[src/txc_pkg.sv]
// Constants for the transmitter control front end: register map, status views, manual decode.
// Assumes a register port of plain address, write strobe and read data driven by the serial core.
// Behaviour
// - Internal enable is pin OR bit.
// - Data bit replaces data pin input; the code ORs pin and bit instead.
// - Eight-bit read-only status, eight selectable views.
// - View 0 shows clocks and oscillator-absent flag.
// - Oscillator-absent flag clears on clock activity.
// - Clock output is crystal divided by setting.
// - Views 3 and 2: tuning, mode, enable.
// - Mode flag one means fractional-N.
// - View 4: emulation tuning, shaping flag.
// - Shaping flag set when power nonzero.
// - Views 5 and 6 show divider parts.
// - View 7 shows lock and PA-on.
// - Any band pin high means manual mode.
// - Band pins pulled down by default.
// - Band codes map to seven divide ratios.
// - Modulation pin selects ASK or FSK.
// - Manual ASK analog ramp about 1us.
// - Manual mode uses data and enable pins.
// - Deviation pin selects 32 or 100 kHz.
// - Power pins decode 0/3/6/10 dB down.
// - Status select held in IO config bits.
package txc_pkg;
	localparam logic [7:0] ADDR_IO_CONFIG = 8'h04;
	localparam logic [7:0] ADDR_TRANSMIT_ENABLE = 8'h10;
	localparam logic [7:0] ADDR_TRANSMIT_DATA_BIT = 8'h11;
	localparam logic [7:0] ADDR_SELECTED_STATUS = 8'h12;
	localparam logic [7:0] RESET_BYTE = 8'h00;
	localparam int SEL_W = 3;
	localparam logic [2:0] SEL_CLOCKS = 3'h0;
	localparam logic [2:0] SEL_ENABLE = 3'h2;
	localparam logic [2:0] SEL_SERIAL_TUNE = 3'h3;
	localparam logic [2:0] SEL_EMUL_TUNE = 3'h4;
	localparam logic [2:0] SEL_DIV_HIGH = 3'h5;
	localparam logic [2:0] SEL_DIV_LOW = 3'h6;
	localparam logic [2:0] SEL_LOCK = 3'h7;
	// Divide ratios as integer part (4 bits, offset 16 removed) and 12-bit fraction.
	localparam logic [15:0] RATIO_1 = 16'h3b00; // 19.68750
	localparam logic [15:0] RATIO_2 = 16'hb19f; // 27.10125
	localparam logic [15:0] RATIO_3 = 16'h8600; // 24.37500
	localparam logic [15:0] RATIO_4 = 16'ha200; // 26.12500
	localparam logic [15:0] RATIO_5 = 16'h7400; // 23.25000
	localparam logic [15:0] RATIO_6 = 16'h5900; // 21.56250
	localparam logic [15:0] RATIO_7 = 16'hb1ec; // 27.12000
	localparam int DEV_LOW_KHZ = 32;
	localparam int DEV_HIGH_KHZ = 100;
	localparam logic [3:0] PWR_DB_0 = 4'h0;
	localparam logic [3:0] PWR_DB_1 = 4'h3;
	localparam logic [3:0] PWR_DB_2 = 4'h6;
	localparam logic [3:0] PWR_DB_3 = 4'ha;
	localparam int RAMP_NS = 1000;
	localparam int CLK_NS = 4;
	localparam int RAMP_CYCLES = RAMP_NS / CLK_NS;
	localparam int DIV4_LOG = 2;
	localparam int DIV16_LOG = 4;
	localparam int PRESCALE_W = 8;
	localparam int NOCK_LIMIT = 255;
endpackage
[src/txc_front.sv]
// Register bank, status multiplexer and manual-mode pin decode of the transmitter.
// Assumes the serial core presents one-cycle write strobes and a byte address; pins are async.
module txc_front #(
	parameter int CKDIV_W = 3
) (
	input wire logic clk,
	input wire logic resetn,
	input wire logic xtal_enable,
	input wire logic [7:0] reg_addr,
	input wire logic reg_write,
	input wire logic [7:0] reg_wdata,
	output logic [7:0] reg_rdata,
	input wire logic enable_pin,
	input wire logic data_pin,
	input wire logic band_select_pin_a,
	input wire logic band_select_pin_b,
	input wire logic band_select_pin_c,
	input wire logic modulation_select_pin,
	input wire logic deviation_select_pin,
	input wire logic power_select_high_pin,
	input wire logic power_select_low_pin,
	input wire logic shaping_resistor_pin,
	input wire logic [CKDIV_W-1:0] clock_divider_setting,
	input wire logic [4:0] serial_pa_tune,
	input wire logic [4:0] emul_pa_tune,
	input wire logic [4:0] current_pa_power,
	input wire logic [15:0] serial_divider,
	input wire logic serial_fsk_mode,
	input wire logic pll_locked,
	input wire logic pa_on,
	output logic internal_enable,
	output logic transmit_data,
	output logic manual_mode,
	output logic fsk_mode,
	output logic [15:0] active_divider,
	output logic fractional_n_mode,
	output logic wide_deviation,
	output logic [3:0] power_backoff_db,
	output logic ramp_active
);
	localparam int NPIN = 10;
	localparam int RAMP_W = $clog2(txc_pkg::RAMP_CYCLES + 1);

	typedef struct packed {
		logic [NPIN-1:0] s1;
		logic [NPIN-1:0] s2;
		logic [NPIN-1:0] s3;
		logic [NPIN-1:0] pins;
		logic enable_bit;
		logic data_bit;
		logic [2:0] status_select;
		logic [15:0] prescale;
		logic [7:0] nock_count;
		logic osc_absent;
		logic clock_out;
		logic [RAMP_W-1:0] ramp;
		logic last_pa;
		logic [7:0] rdata;
	} txc_state_t;

	txc_state_t st;
	txc_state_t next_st;
	logic [NPIN-1:0] raw_pins;
	logic [2:0] band;
	logic [7:0] view;

	// Raw pin vector ahead of the three-stage filter; the data pin goes through it as well.
	assign raw_pins = {data_pin, shaping_resistor_pin, power_select_low_pin, power_select_high_pin,
		deviation_select_pin, modulation_select_pin, band_select_pin_c, band_select_pin_b,
		band_select_pin_a, enable_pin};
	// Pull-downs live in the pad ring, so an open pin arrives here as zero.
	// default serial
	assign band = st.pins[3:1];

	// Shared decode of band code to divide ratio; code 000 keeps the serial value.
	function automatic logic [15:0] txc_ratio(input logic [2:0] code, input logic [15:0] dflt);
		case (code)
			3'h1: txc_ratio = txc_pkg::RATIO_1;
			3'h2: txc_ratio = txc_pkg::RATIO_2;
			3'h3: txc_ratio = txc_pkg::RATIO_3;
			3'h4: txc_ratio = txc_pkg::RATIO_4;
			3'h5: txc_ratio = txc_pkg::RATIO_5;
			3'h6: txc_ratio = txc_pkg::RATIO_6;
			3'h7: txc_ratio = txc_pkg::RATIO_7;
			default: txc_ratio = dflt;
		endcase
	endfunction

	////////////////////////////////////////////////////////////////////////////////
	// Manual-mode decode.
	// any band high
	assign manual_mode = |band;
	assign active_divider = txc_ratio(band, serial_divider);
	assign fsk_mode = manual_mode ? st.pins[4] : serial_fsk_mode;
	assign wide_deviation = manual_mode & st.pins[5];
	// power pin decode
	// The high power pin is the upper bit of the code, the low power pin the lower bit.
	always_comb begin
		case ({st.pins[6], st.pins[7]})
			2'b00: power_backoff_db = txc_pkg::PWR_DB_0;
			2'b01: power_backoff_db = txc_pkg::PWR_DB_1;
			2'b10: power_backoff_db = txc_pkg::PWR_DB_2;
			default: power_backoff_db = txc_pkg::PWR_DB_3;
		endcase
	end
	// fixed-N only for ASK with zero fraction
	assign fractional_n_mode = fsk_mode | (|active_divider[11:0]);
	assign internal_enable = st.pins[0] | st.enable_bit;
	// data source; unused source is held low by the controller
	assign transmit_data = st.pins[9] | st.data_bit;
	assign ramp_active = st.ramp != '0;
	assign reg_rdata = st.rdata;

	////////////////////////////////////////////////////////////////////////////////
	// Status view selection; unassigned bits and view 1 stay zero.
	always_comb begin
		view = txc_pkg::RESET_BYTE;
		case (st.status_select)
			txc_pkg::SEL_CLOCKS: view[3:0] = {st.clock_out, st.prescale[txc_pkg::DIV16_LOG-1],
				st.prescale[txc_pkg::DIV4_LOG-1], st.osc_absent};
			txc_pkg::SEL_ENABLE: view[3] = internal_enable;
			txc_pkg::SEL_SERIAL_TUNE: view = {1'b0, fractional_n_mode, 1'b0, serial_pa_tune};
			txc_pkg::SEL_EMUL_TUNE: view = {2'b00, |current_pa_power, emul_pa_tune};
			txc_pkg::SEL_DIV_HIGH: view = active_divider[15:8];
			txc_pkg::SEL_DIV_LOW: view = active_divider[7:0];
			txc_pkg::SEL_LOCK: view[1:0] = {pll_locked, pa_on};
			default: view = txc_pkg::RESET_BYTE;
		endcase
	end

	////////////////////////////////////////////////////////////////////////////////
	// Next-state logic for the whole block.
	always_comb begin
		next_st = st;
		next_st.s1 = raw_pins;
		next_st.s2 = st.s1;
		next_st.s3 = st.s2;
		// A pin change is accepted only when the second and third stages agree.
		for (int i = 0; i < NPIN; i++) begin
			if (st.s2[i] == st.s3[i]) begin
				next_st.pins[i] = st.s3[i];
			end
		end
		if (reg_write) begin
			case (reg_addr)
				txc_pkg::ADDR_TRANSMIT_ENABLE: next_st.enable_bit = reg_wdata[0];
				txc_pkg::ADDR_TRANSMIT_DATA_BIT: next_st.data_bit = reg_wdata[0];
				txc_pkg::ADDR_IO_CONFIG: next_st.status_select = reg_wdata[2:0];
				default: ;
			endcase
		end
		case (reg_addr)
			txc_pkg::ADDR_TRANSMIT_ENABLE: next_st.rdata = {7'h00, st.enable_bit};
			txc_pkg::ADDR_TRANSMIT_DATA_BIT: next_st.rdata = {7'h00, st.data_bit};
			txc_pkg::ADDR_IO_CONFIG: next_st.rdata = {5'h00, st.status_select};
			txc_pkg::ADDR_SELECTED_STATUS: next_st.rdata = view;
			default: next_st.rdata = txc_pkg::RESET_BYTE;
		endcase
		if (xtal_enable) begin
			next_st.prescale = st.prescale + 16'h0001;
			next_st.clock_out = st.prescale[clock_divider_setting];
			if (st.nock_count != 8'(txc_pkg::NOCK_LIMIT)) begin
				next_st.nock_count = st.nock_count + 8'h01;
			end else begin
				next_st.osc_absent = 1'b0;
			end
		end else begin
			next_st.nock_count = 8'h00;
			next_st.osc_absent = 1'b1;
		end
		// restart ramp on PA edge in manual ASK with analog shaping
		next_st.last_pa = pa_on;
		if (manual_mode && !fsk_mode && st.pins[8] && (pa_on != st.last_pa)) begin
			next_st.ramp = RAMP_W'(txc_pkg::RAMP_CYCLES);
		end else if (st.ramp != '0) begin
			next_st.ramp = st.ramp - RAMP_W'(1);
		end
	end

	////////////////////////////////////////////////////////////////////////////////
	// State register; reset leaves transmission disabled.
	always_ff @(posedge clk) begin
		if (!resetn) begin
			st <= '0;
			st.osc_absent <= 1'b1;
		end else begin
			st <= next_st;
		end
	end
endmodule

[config.mk]
export PLATFORM = sky130hd
export DESIGN_NAME = txc_front
export DESIGN_NICKNAME = d
export VERILOG_FILES = /design/src/txc_pkg.sv /design/src/txc_front.sv
export SDC_FILE = /design/constraint.sdc
export NUM_CORES = 1
export LEC_CHECK = 0
export BUFFER_PORTS_ARGS = -buffer_cell sky130_fd_sc_hd__buf_2
export CELL_PAD_IN_SITES_DETAIL_PLACEMENT = 1
export CELL_PAD_IN_SITES_GLOBAL_PLACEMENT = 1
export CORE_MARGIN = 10
export CORE_UTILIZATION = 30
export CTS_BUF_LIST = sky130_fd_sc_hd__clkbuf_16
export DETAILED_ROUTE_END_ITERATION = 6
export PLACE_DENSITY = 0.62
export SETUP_SLACK_MARGIN = 0.4
export SYNTH_ARGS = -nofsm -noshare
export SYNTH_HDL_FRONTEND = slang
export SYNTH_SLANG_ARGS = --single-unit
[constraint.sdc]
create_clock -name clk -period 5.65 [get_ports clk]
set_clock_uncertainty 0.2 [all_clocks]
set_input_delay 1.695 -clock clk [delete_from_list [all_inputs] [get_ports clk]]
set_output_delay 1.695 -clock clk [all_outputs]
set_load 0.005 [all_outputs]
==> results of run 1 <==
per-layer routing:
metal	vias to the layer above	track usage [%]	routed length, um
met2	95	20.97	4987
met5	-	0	0
met1	1554	14.59	4698
met3	13	5.152	920
met4	0	4.034	141
li1	1581	-	-
Yosys cell counts, types with 4 or more instances:
master	instances
sky130_fd_sc_hd__nor3_1	11
sky130_fd_sc_hd__nor2_1	28
sky130_fd_sc_hd__or2_2	4
sky130_fd_sc_hd__dfxtp_1	80
sky130_fd_sc_hd__o21ai_0	22
sky130_fd_sc_hd__o31ai_1	4
sky130_fd_sc_hd__a21oi_1	32
sky130_fd_sc_hd__nand2_1	29
sky130_fd_sc_hd__nand2b_1	4
sky130_fd_sc_hd__a31oi_1	4
sky130_fd_sc_hd__xor2_1	8
sky130_fd_sc_hd__and3_1	5
sky130_fd_sc_hd__nand4_1	5
sky130_fd_sc_hd__buf_4	9
sky130_fd_sc_hd__o21a_1	5
sky130_fd_sc_hd__and2_1	35
sky130_fd_sc_hd__clkbuf_1	13
sky130_fd_sc_hd__nor2b_1	6
sky130_fd_sc_hd__nand3_1	8
sky130_fd_sc_hd__or3_1	7
sky130_fd_sc_hd__xnor2_1	7
sky130_fd_sc_hd__mux2i_1	10
sky130_fd_sc_hd__inv_1	8
how the worst min path moves through the flow:
stage	startpoint	to	slack, ns	cells past startpoint
2_1_floorplan	next_st[68]	next_st[58]	0.21	1
3_3_place_gp	next_st[69]	next_st[59]	0.22	1
3_5_place_dp	next_st[76]	next_st[66]	0.22	1
4_1_cts	next_st[76]	next_st[66]	0.24	1
5_1_grt	next_st[76]	next_st[66]	0.26	1
6_report	next_st[76]	next_st[66]	0.23	1
worst max-delay path, delay by kind of cell:
family	cells	cell delay [ns]
AOI/OAI and AO/OA	1	0.20
and+or+nand+nor	2	0.69
buffers and inverters	2	0.33
cells by family (layout without fill, tap and decap cells):
logic type / Yosys count / in the layout / share of synthesized area (%)
compound gates: 92 / 92 / 15.80
xor+xnor: 15 / 15 / 3.622
fa+ha+maj: 3 / 3 / 1.035
buf+inv: 34 / 120 / 4.726
flops: 80 / 80 / 44.15
mux: 15 / 15 / 5.243
simple gates: 165 / 165 / 25.42
per-stage QoR:
| stage | hold slack [ns] | setup slack [ns] | power, mW | util (%) | instance area [um^2] |
|---|---|---|---|---|---|
| detailed placement | 0.2230 | 0.8559 | 0.8589 | 34.84 | 4150 |
| floorplan | 0.2119 | 1.291 | 0.7812 | - | 3627 |
| global route | 0.2567 | 0.7702 | 1.506 | 37.32 | 4446 |
| CTS | 0.2373 | 0.8611 | 1.445 | 37.32 | 4446 |
| global placement | 0.2195 | 0.8821 | 0.8457 | 34.84 | 4150 |
| finish | 0.2332 | 0.8414 | 1.422 | 37.32 | 4446 |
power by group through the flow:
stage	combinational (mW)	sequential [mW]	clock (mW)
3_3_place_gp	0.210	0.636	0
6_report	0.220	0.625	0.577
4_1_cts	0.224	0.626	0.596
3_5_place_dp	0.221	0.638	0
2_1_floorplan	0.152	0.630	0
5_1_grt	0.249	0.631	0.625
layout by cell type (no fill, tap or decap), types with 3 or more instances in the layout:
| master | n |
|---|---|
| sky130_fd_sc_hd__nand4_1 | 5 |
| sky130_fd_sc_hd__nor3b_1 | 3 |
| sky130_fd_sc_hd__mux2i_1 | 10 |
| sky130_fd_sc_hd__nand2b_1 | 4 |
| sky130_fd_sc_hd__nor3_1 | 11 |
| sky130_fd_sc_hd__nand3_1 | 8 |
| sky130_fd_sc_hd__o21ai_0 | 22 |
| sky130_fd_sc_hd__buf_2 | 96 |
| sky130_fd_sc_hd__or3_1 | 7 |
| sky130_fd_sc_hd__xor2_1 | 8 |
| sky130_fd_sc_hd__clkbuf_16 | 9 |
| sky130_fd_sc_hd__or2_2 | 4 |
| sky130_fd_sc_hd__nand4b_1 | 3 |
| sky130_fd_sc_hd__nor2b_1 | 6 |
| sky130_fd_sc_hd__a311oi_1 | 3 |
| sky130_fd_sc_hd__a21oi_1 | 32 |
| sky130_fd_sc_hd__and2_1 | 35 |
| sky130_fd_sc_hd__xnor2_1 | 7 |
| sky130_fd_sc_hd__or4_1 | 3 |
| sky130_fd_sc_hd__o31ai_1 | 4 |
| sky130_fd_sc_hd__and3_1 | 5 |
| sky130_fd_sc_hd__inv_1 | 8 |
| sky130_fd_sc_hd__a31oi_1 | 4 |
| sky130_fd_sc_hd__a22o_1 | 3 |
| sky130_fd_sc_hd__nand2_1 | 29 |
| sky130_fd_sc_hd__dfxtp_1 | 80 |
| sky130_fd_sc_hd__nor4_1 | 3 |
| sky130_fd_sc_hd__nor2_1 | 28 |
| sky130_fd_sc_hd__o21a_1 | 5 |
| sky130_fd_sc_hd__ha_1 | 3 |
| sky130_fd_sc_hd__mux4_2 | 3 |
sequential cells by signal (all words and copies together), names as in the netlist:
signal / flops
reg_rdata: 8
band: 3
st: 49
next_st: 20
area by class of cell:
cell class,instances,share of cell area [%]
repair buffers,96,10.81
clock inverters,7,1.576
clock buffers,9,5.066
flip-flops and latches,80,36.03
inverters,8,0.6755
well taps,147,4.137
multi-input cells,290,41.71
==> metrics.md, run 1 <==
| Metric | Value |
|---|---|
| Average routed wire per standard cell | 16.87 um |
| Clk sinks | 80 |
| Slowest stage delay, CP | 0.51 ns |
| Relative max-transition margin | 29.24% |
| Non-filler instance count after layout | 637 |
| Number of violations reported at the end of detailed-routing iteration 0 | 217 |
| Clock transition time at the flip-flop clock pins of the worst setup and hold paths | 0.06 ns |
| Count of nets after finishing | 555 |
| Final TNS setup | 0 ns |
| Cell-by-cell trace of the critical path | buf_2 > or4_1 > nor3_1 > o2111ai_1 > buf_2 |
| Synthesized area per cell | 8.978 um^2 |
| Number of cell rows | 40 |
| EDFF count, synth | 0 |
| GPL Wtd Cong | 0.8440 |
| Max-cap violations | 0 |
| Flip-flop and latch count after synthesis | 80 |
| Library cell contributing the largest single delay on the critical path | sky130_fd_sc_hd__or4_1 |
| Drt pass-1 iters | 6 |
| Number of antenna violations at the first check in global routing | 0 |
| Cells after synthesis | 404 |
| Most used flip-flop cell after synthesis | sky130_fd_sc_hd__dfxtp_1 |
| DRT antenna net count | 0 |
| Total number of vias | 3243 |
| Net count of the mapped netlist | 474 |
| Total Die Area | 16890 um^2 |
| Sequential cell area in the final layout | 1602 um^2 |
| Share of the synthesized area in the top cell type | 44.15% |
| Combinational group share of total power | 15.5% |
| Status | finished clean |
| Width of the die | 130.0 um |
| Clock buffers created by TritonCTS | 9 |
| Fill cell count | 1450 |
| Class of the most critical setup path | input pin to output port |
| Sw Ratio | 26.40% |
| Cell area after technology mapping | 3627 um^2 |
| Post-cts sizing count | 0 |
| Clock network power share | 40.5% |
| Critical register-to-register path startpoint | st[9] |
| Count of buffers from port buffering | 96 |
| Crit. End Element | output port |
| Most numerous cell on the critical path | sky130_fd_sc_hd__buf_2 |
| Number of distinct library cell variants in the gate-level netlist after synthesis | 59 |
| Destination of the critical timing path | fractional_n_mode |
| Final number of setup-violating endpoints | 0 |
| Fraction of final layout cells with drive strength greater than 1 | 25.71% |
| Share of the clock period used by the worst path after layout | 85.11% |
| Aggregate global routing overflow | 0 |
| Clock Latency Late Sink | 0.34 ns |
| Via count of the first global-routing pass | 3280 |
| Cell count after placement | 621 |
| Static leakage | 1.825 nW |
| Worst-case clock buffer depth | 2 |
| IR Drop Worst-Case VDD | 113.5 uV |
| Data required time of the worst path | 3.75 ns |
| Part of the power in registers | 44.0% |
| Final routed wirelength across all metal layers | 10.75 mm |
| Reported net switching power | 375.4 uW |
| Total DRC errors in the routed layout | 0 |
| FF-to-FF End | st[16] |
| Effective utilization at floorplan | 30.45% |
| Proportion of synthesized flip-flops having asynchronous set or reset | 0% |
| Average vias per placed instance | 5.091 |
| Die boundary height | 130.0 um |
| Combined area of the multi-input logic cells | 1854 um^2 |
| Aggregate global-route resource usage | 12.66% |
| Internal Pwr Total | 1.047 mW |
| Pwr Density | 319.9 nW/um^2 |
| Clock root cell | sky130_fd_sc_hd__clkbuf_16 |
| Pin count of the biggest net entering global routing | 40 |
| Synth warnings | 0 |
| Min Tclk post-route | 4.809 ns |
| Slew Limit Fails | 0 |
| Seq/Total Area, Yosys | 44.15% |
| P&R area growth vs syn | 22.56% |
| Flop2flop setup slack | 3.03 ns |
| Startpoint Class | input pin |
| TritonCTS clock tree | done |
| Launch point of the worst path | serial_divider[10] |
| Peak clock frequency supported by timing | 208.0 MHz |
| RSZ-0062 raised after global routing | false |
| Leading cell types by total area after synthesis | sky130_fd_sc_hd__dfxtp_1, sky130_fd_sc_hd__and2_1, sky130_fd_sc_hd__a21oi_1, sky130_fd_sc_hd__o21ai_0, sky130_fd_sc_hd__nand2_1 |
| H-tree levels | 3 |
| Final Hold Violating Endpoints | 0 |
| Postcts setup bufs | 0 |
| R2r worst-path depth | 7 |
| Dominant cell type by area after synthesis | sky130_fd_sc_hd__dfxtp_1 |
| Floorplan Core Area | 11910 um^2 |
| Ant diodes | 0 |
| Worst-Margin Slew | 1.060 ns |
| First-pass GRT wire length | 16.86 mm |
| Arrival time of the worst setup path | 2.91 ns |
| Half-perimeter wire length after detailed placement | 8.196 mm |
| I/O pin cnt | 102 |
| Maximum fanout encountered on the critical timing path | 2 |
| Type of the worst min-delay path | flop to flop |
| Hold_buf cts | 0 |
Power figures use the tool's default switching activity.
==> run 2, diff against run 1 <==
- CORE_UTILIZATION: 30 -> 41
- MAX_ROUTING_LAYER: default -> met4
- PLACE_DENSITY: 0.62 -> 0.81
==> run 2 against run 1 <==
Against the previous run: power grew 1.1%; critical endpoint unchanged; wire length grew 0.16%; clock-buffer cell count is the same.
==> metrics.md, run 2 (same netlist as run 1, synthesis figures left out) <==
| Metric | Value |
|---|---|
| Hold_buf cts | 0 |
| Min Tclk post-route | 4.749 ns |
| Most numerous cell on the critical path | sky130_fd_sc_hd__buf_2 |
| GPL Wtd Cong | 0.8920 |
| Clock root cell | sky130_fd_sc_hd__clkbuf_16 |
| Total DRC errors in the routed layout | 0 |
| Slew Limit Fails | 0 |
| Max-cap violations | 0 |
| Number of flip-flops under the largest register name | 49 |
| Maximum fanout encountered on the critical timing path | 2 |
| Critical register-to-register path startpoint | st[9] |
| Post-cts sizing count | 0 |
| Relative max-transition margin | 28.39% |
| Fill cell count | 1068 |
| Clk sinks | 80 |
| Cell-by-cell trace of the critical path | buf_2 > or4_1 > nor3_1 > o2111ai_1 > buf_2 |
| Part of the power in registers | 43.8% |
| Slowest stage delay, CP | 0.50 ns |
| Most common library cell in the layout ignoring fill and taps | sky130_fd_sc_hd__buf_2 |
| First-pass GRT wire length | 17.51 mm |
| IR Drop Worst-Case VDD | 285.0 uV |
| Crit. End Element | output port |
| Clock transition time at the flip-flop clock pins of the worst setup and hold paths | 0.06 ns |
| Critical hold path startpoint | next_st[75] |
| Peak clock frequency supported by timing | 210.6 MHz |
| Total number of vias | 3249 |
| Static leakage | 1.827 nW |
| Clock buffers created by TritonCTS | 9 |
| Arrival time of the worst setup path | 2.85 ns |
| Pin count of the biggest net entering global routing | 40 |
| H-tree levels | 3 |
| Internal Pwr Total | 1.051 mW |
| Reported net switching power | 386.5 uW |
| Drt pass-1 iters | 4 |
| Class of the most critical setup path | input pin to output port |
| Number of antenna violations at the first check in global routing | 0 |
| Status | finished clean |
| Final Hold Violating Endpoints | 0 |
| Combinational group share of total power | 15.6% |
| Type of the worst min-delay path | flop to flop |
| DRT antenna net count | 0 |
| Clock network power share | 40.7% |
| Top reg by flops | st |
| Width of the die | 114.1 um |
| Count of buffers from port buffering | 96 |
| Clock Latency Late Sink | 0.33 ns |
| Aggregate global-route resource usage | 16.97% |
| Effective utilization at floorplan | 41.80% |
| Final TNS setup | 0 ns |
| Floorplan Core Area | 8678 um^2 |
| P&R area growth vs syn | 21.46% |
| Share of the clock period used by the worst path after layout | 84.05% |
| Half-perimeter wire length after detailed placement | 8.067 mm |
| Die boundary height | 114.1 um |
| Via count of the first global-routing pass | 3519 |
| Commonest cells after routing, fill and taps aside | sky130_fd_sc_hd__buf_2, sky130_fd_sc_hd__dfxtp_1, sky130_fd_sc_hd__and2_1 |
| Worst-case clock buffer depth | 2 |
| Average vias per placed instance | 5.433 |
| Launch point of the worst path | serial_divider[10] |
| Number of violations reported at the end of detailed-routing iteration 0 | 123 |
| Number of cell rows | 34 |
| Data required time of the worst path | 3.75 ns |
| I/O pin cnt | 102 |
| Count of nets after finishing | 555 |
| Startpoint Class | input pin |
| RSZ-0062 raised after global routing | false |
| Final number of setup-violating endpoints | 0 |
| TritonCTS clock tree | done |
| Worst-Margin Slew | 1.073 ns |
| Library cell contributing the largest single delay on the critical path | sky130_fd_sc_hd__or4_1 |
| Average routed wire per standard cell | 18.00 um |
| Postcts setup bufs | 0 |
| Final core utilization | 50.76% |
| Total Die Area | 13010 um^2 |
| Final routed wirelength across all metal layers | 10.76 mm |
| Pwr Density | 326.4 nW/um^2 |
| Sw Ratio | 26.88% |
| Ant diodes | 0 |
| Fraction of final layout cells with drive strength greater than 1 | 26.12% |
| Aggregate global routing overflow | 0 |
## run 2: changes by cell type in the layout (fill, tap and decap cells not counted), sizes merged
| cell | delta |
|---|---|
| inv | +1 |
| clkinv | -2 |
| clkinvlp | +1 |
## run 2: cell type report
class,count,area [um^2],area share [%]
Clock buffer,9,225.2,5.112
Clock inverter,7,78.83,1.789
Inverter,8,30.03,0.6816
Multi-Input combinational cell,290,1854,42.09
Sequential cell,80,1602,36.35
Tap cell,108,135.1,3.067
Timing Repair Buffer,96,480.5,10.91
## run 2: path summary, 6_finish.rpt
check	to	slack, ns	cells past startpoint
setup / recovery	fractional_n_mode	0.90	5
hold / removal	next_st[65]	0.23	1
setup reg to reg	st[10]	3.00	7
hold reg to reg	next_st[65]	0.23	1
## run 2: power groups by stage
stage	combinational, mW	clock, mW	sequential, mW
floorplan	0.152	0	0.630
global placement	0.206	0	0.635
detailed placement	0.222	0	0.640
CTS	0.226	0.598	0.628
global route	0.253	0.627	0.634
finish	0.224	0.585	0.629
## run 2: critical path: cells and delay by family
family          cells  cell delay (ns)
buf+inv             2             0.33
compound gates      1             0.18
simple gates        2             0.65
## run 2: metrics by stage
step | setup slack (ns) | instances | hold WS (ns) | power [mW] | instance area, um^2
detailed placement | 0.8811 | 582 | 0.2200 | 0.8617 | 4101
global route | 0.8106 | 598 | 0.2471 | 1.513 | 4405
CTS | 0.8833 | 598 | 0.2355 | 1.453 | 4405
floorplan | 1.291 | 404 | 0.2119 | 0.7812 | 3627
finish | 0.9014 | 598 | 0.2338 | 1.438 | 4405
global placement | 0.8899 | 582 | 0.2165 | 0.8411 | 4101
## run 2: layer usage
metal  track usage (%)  vias to the layer above  share of wire [%]
met2             29.04                       96                 49
met5                 -                        -                  0
li1                  -                     1583                  -
met1             18.69                     1552                 42
met3             4.927                       18                6.5
met4             5.013                        0                1.8
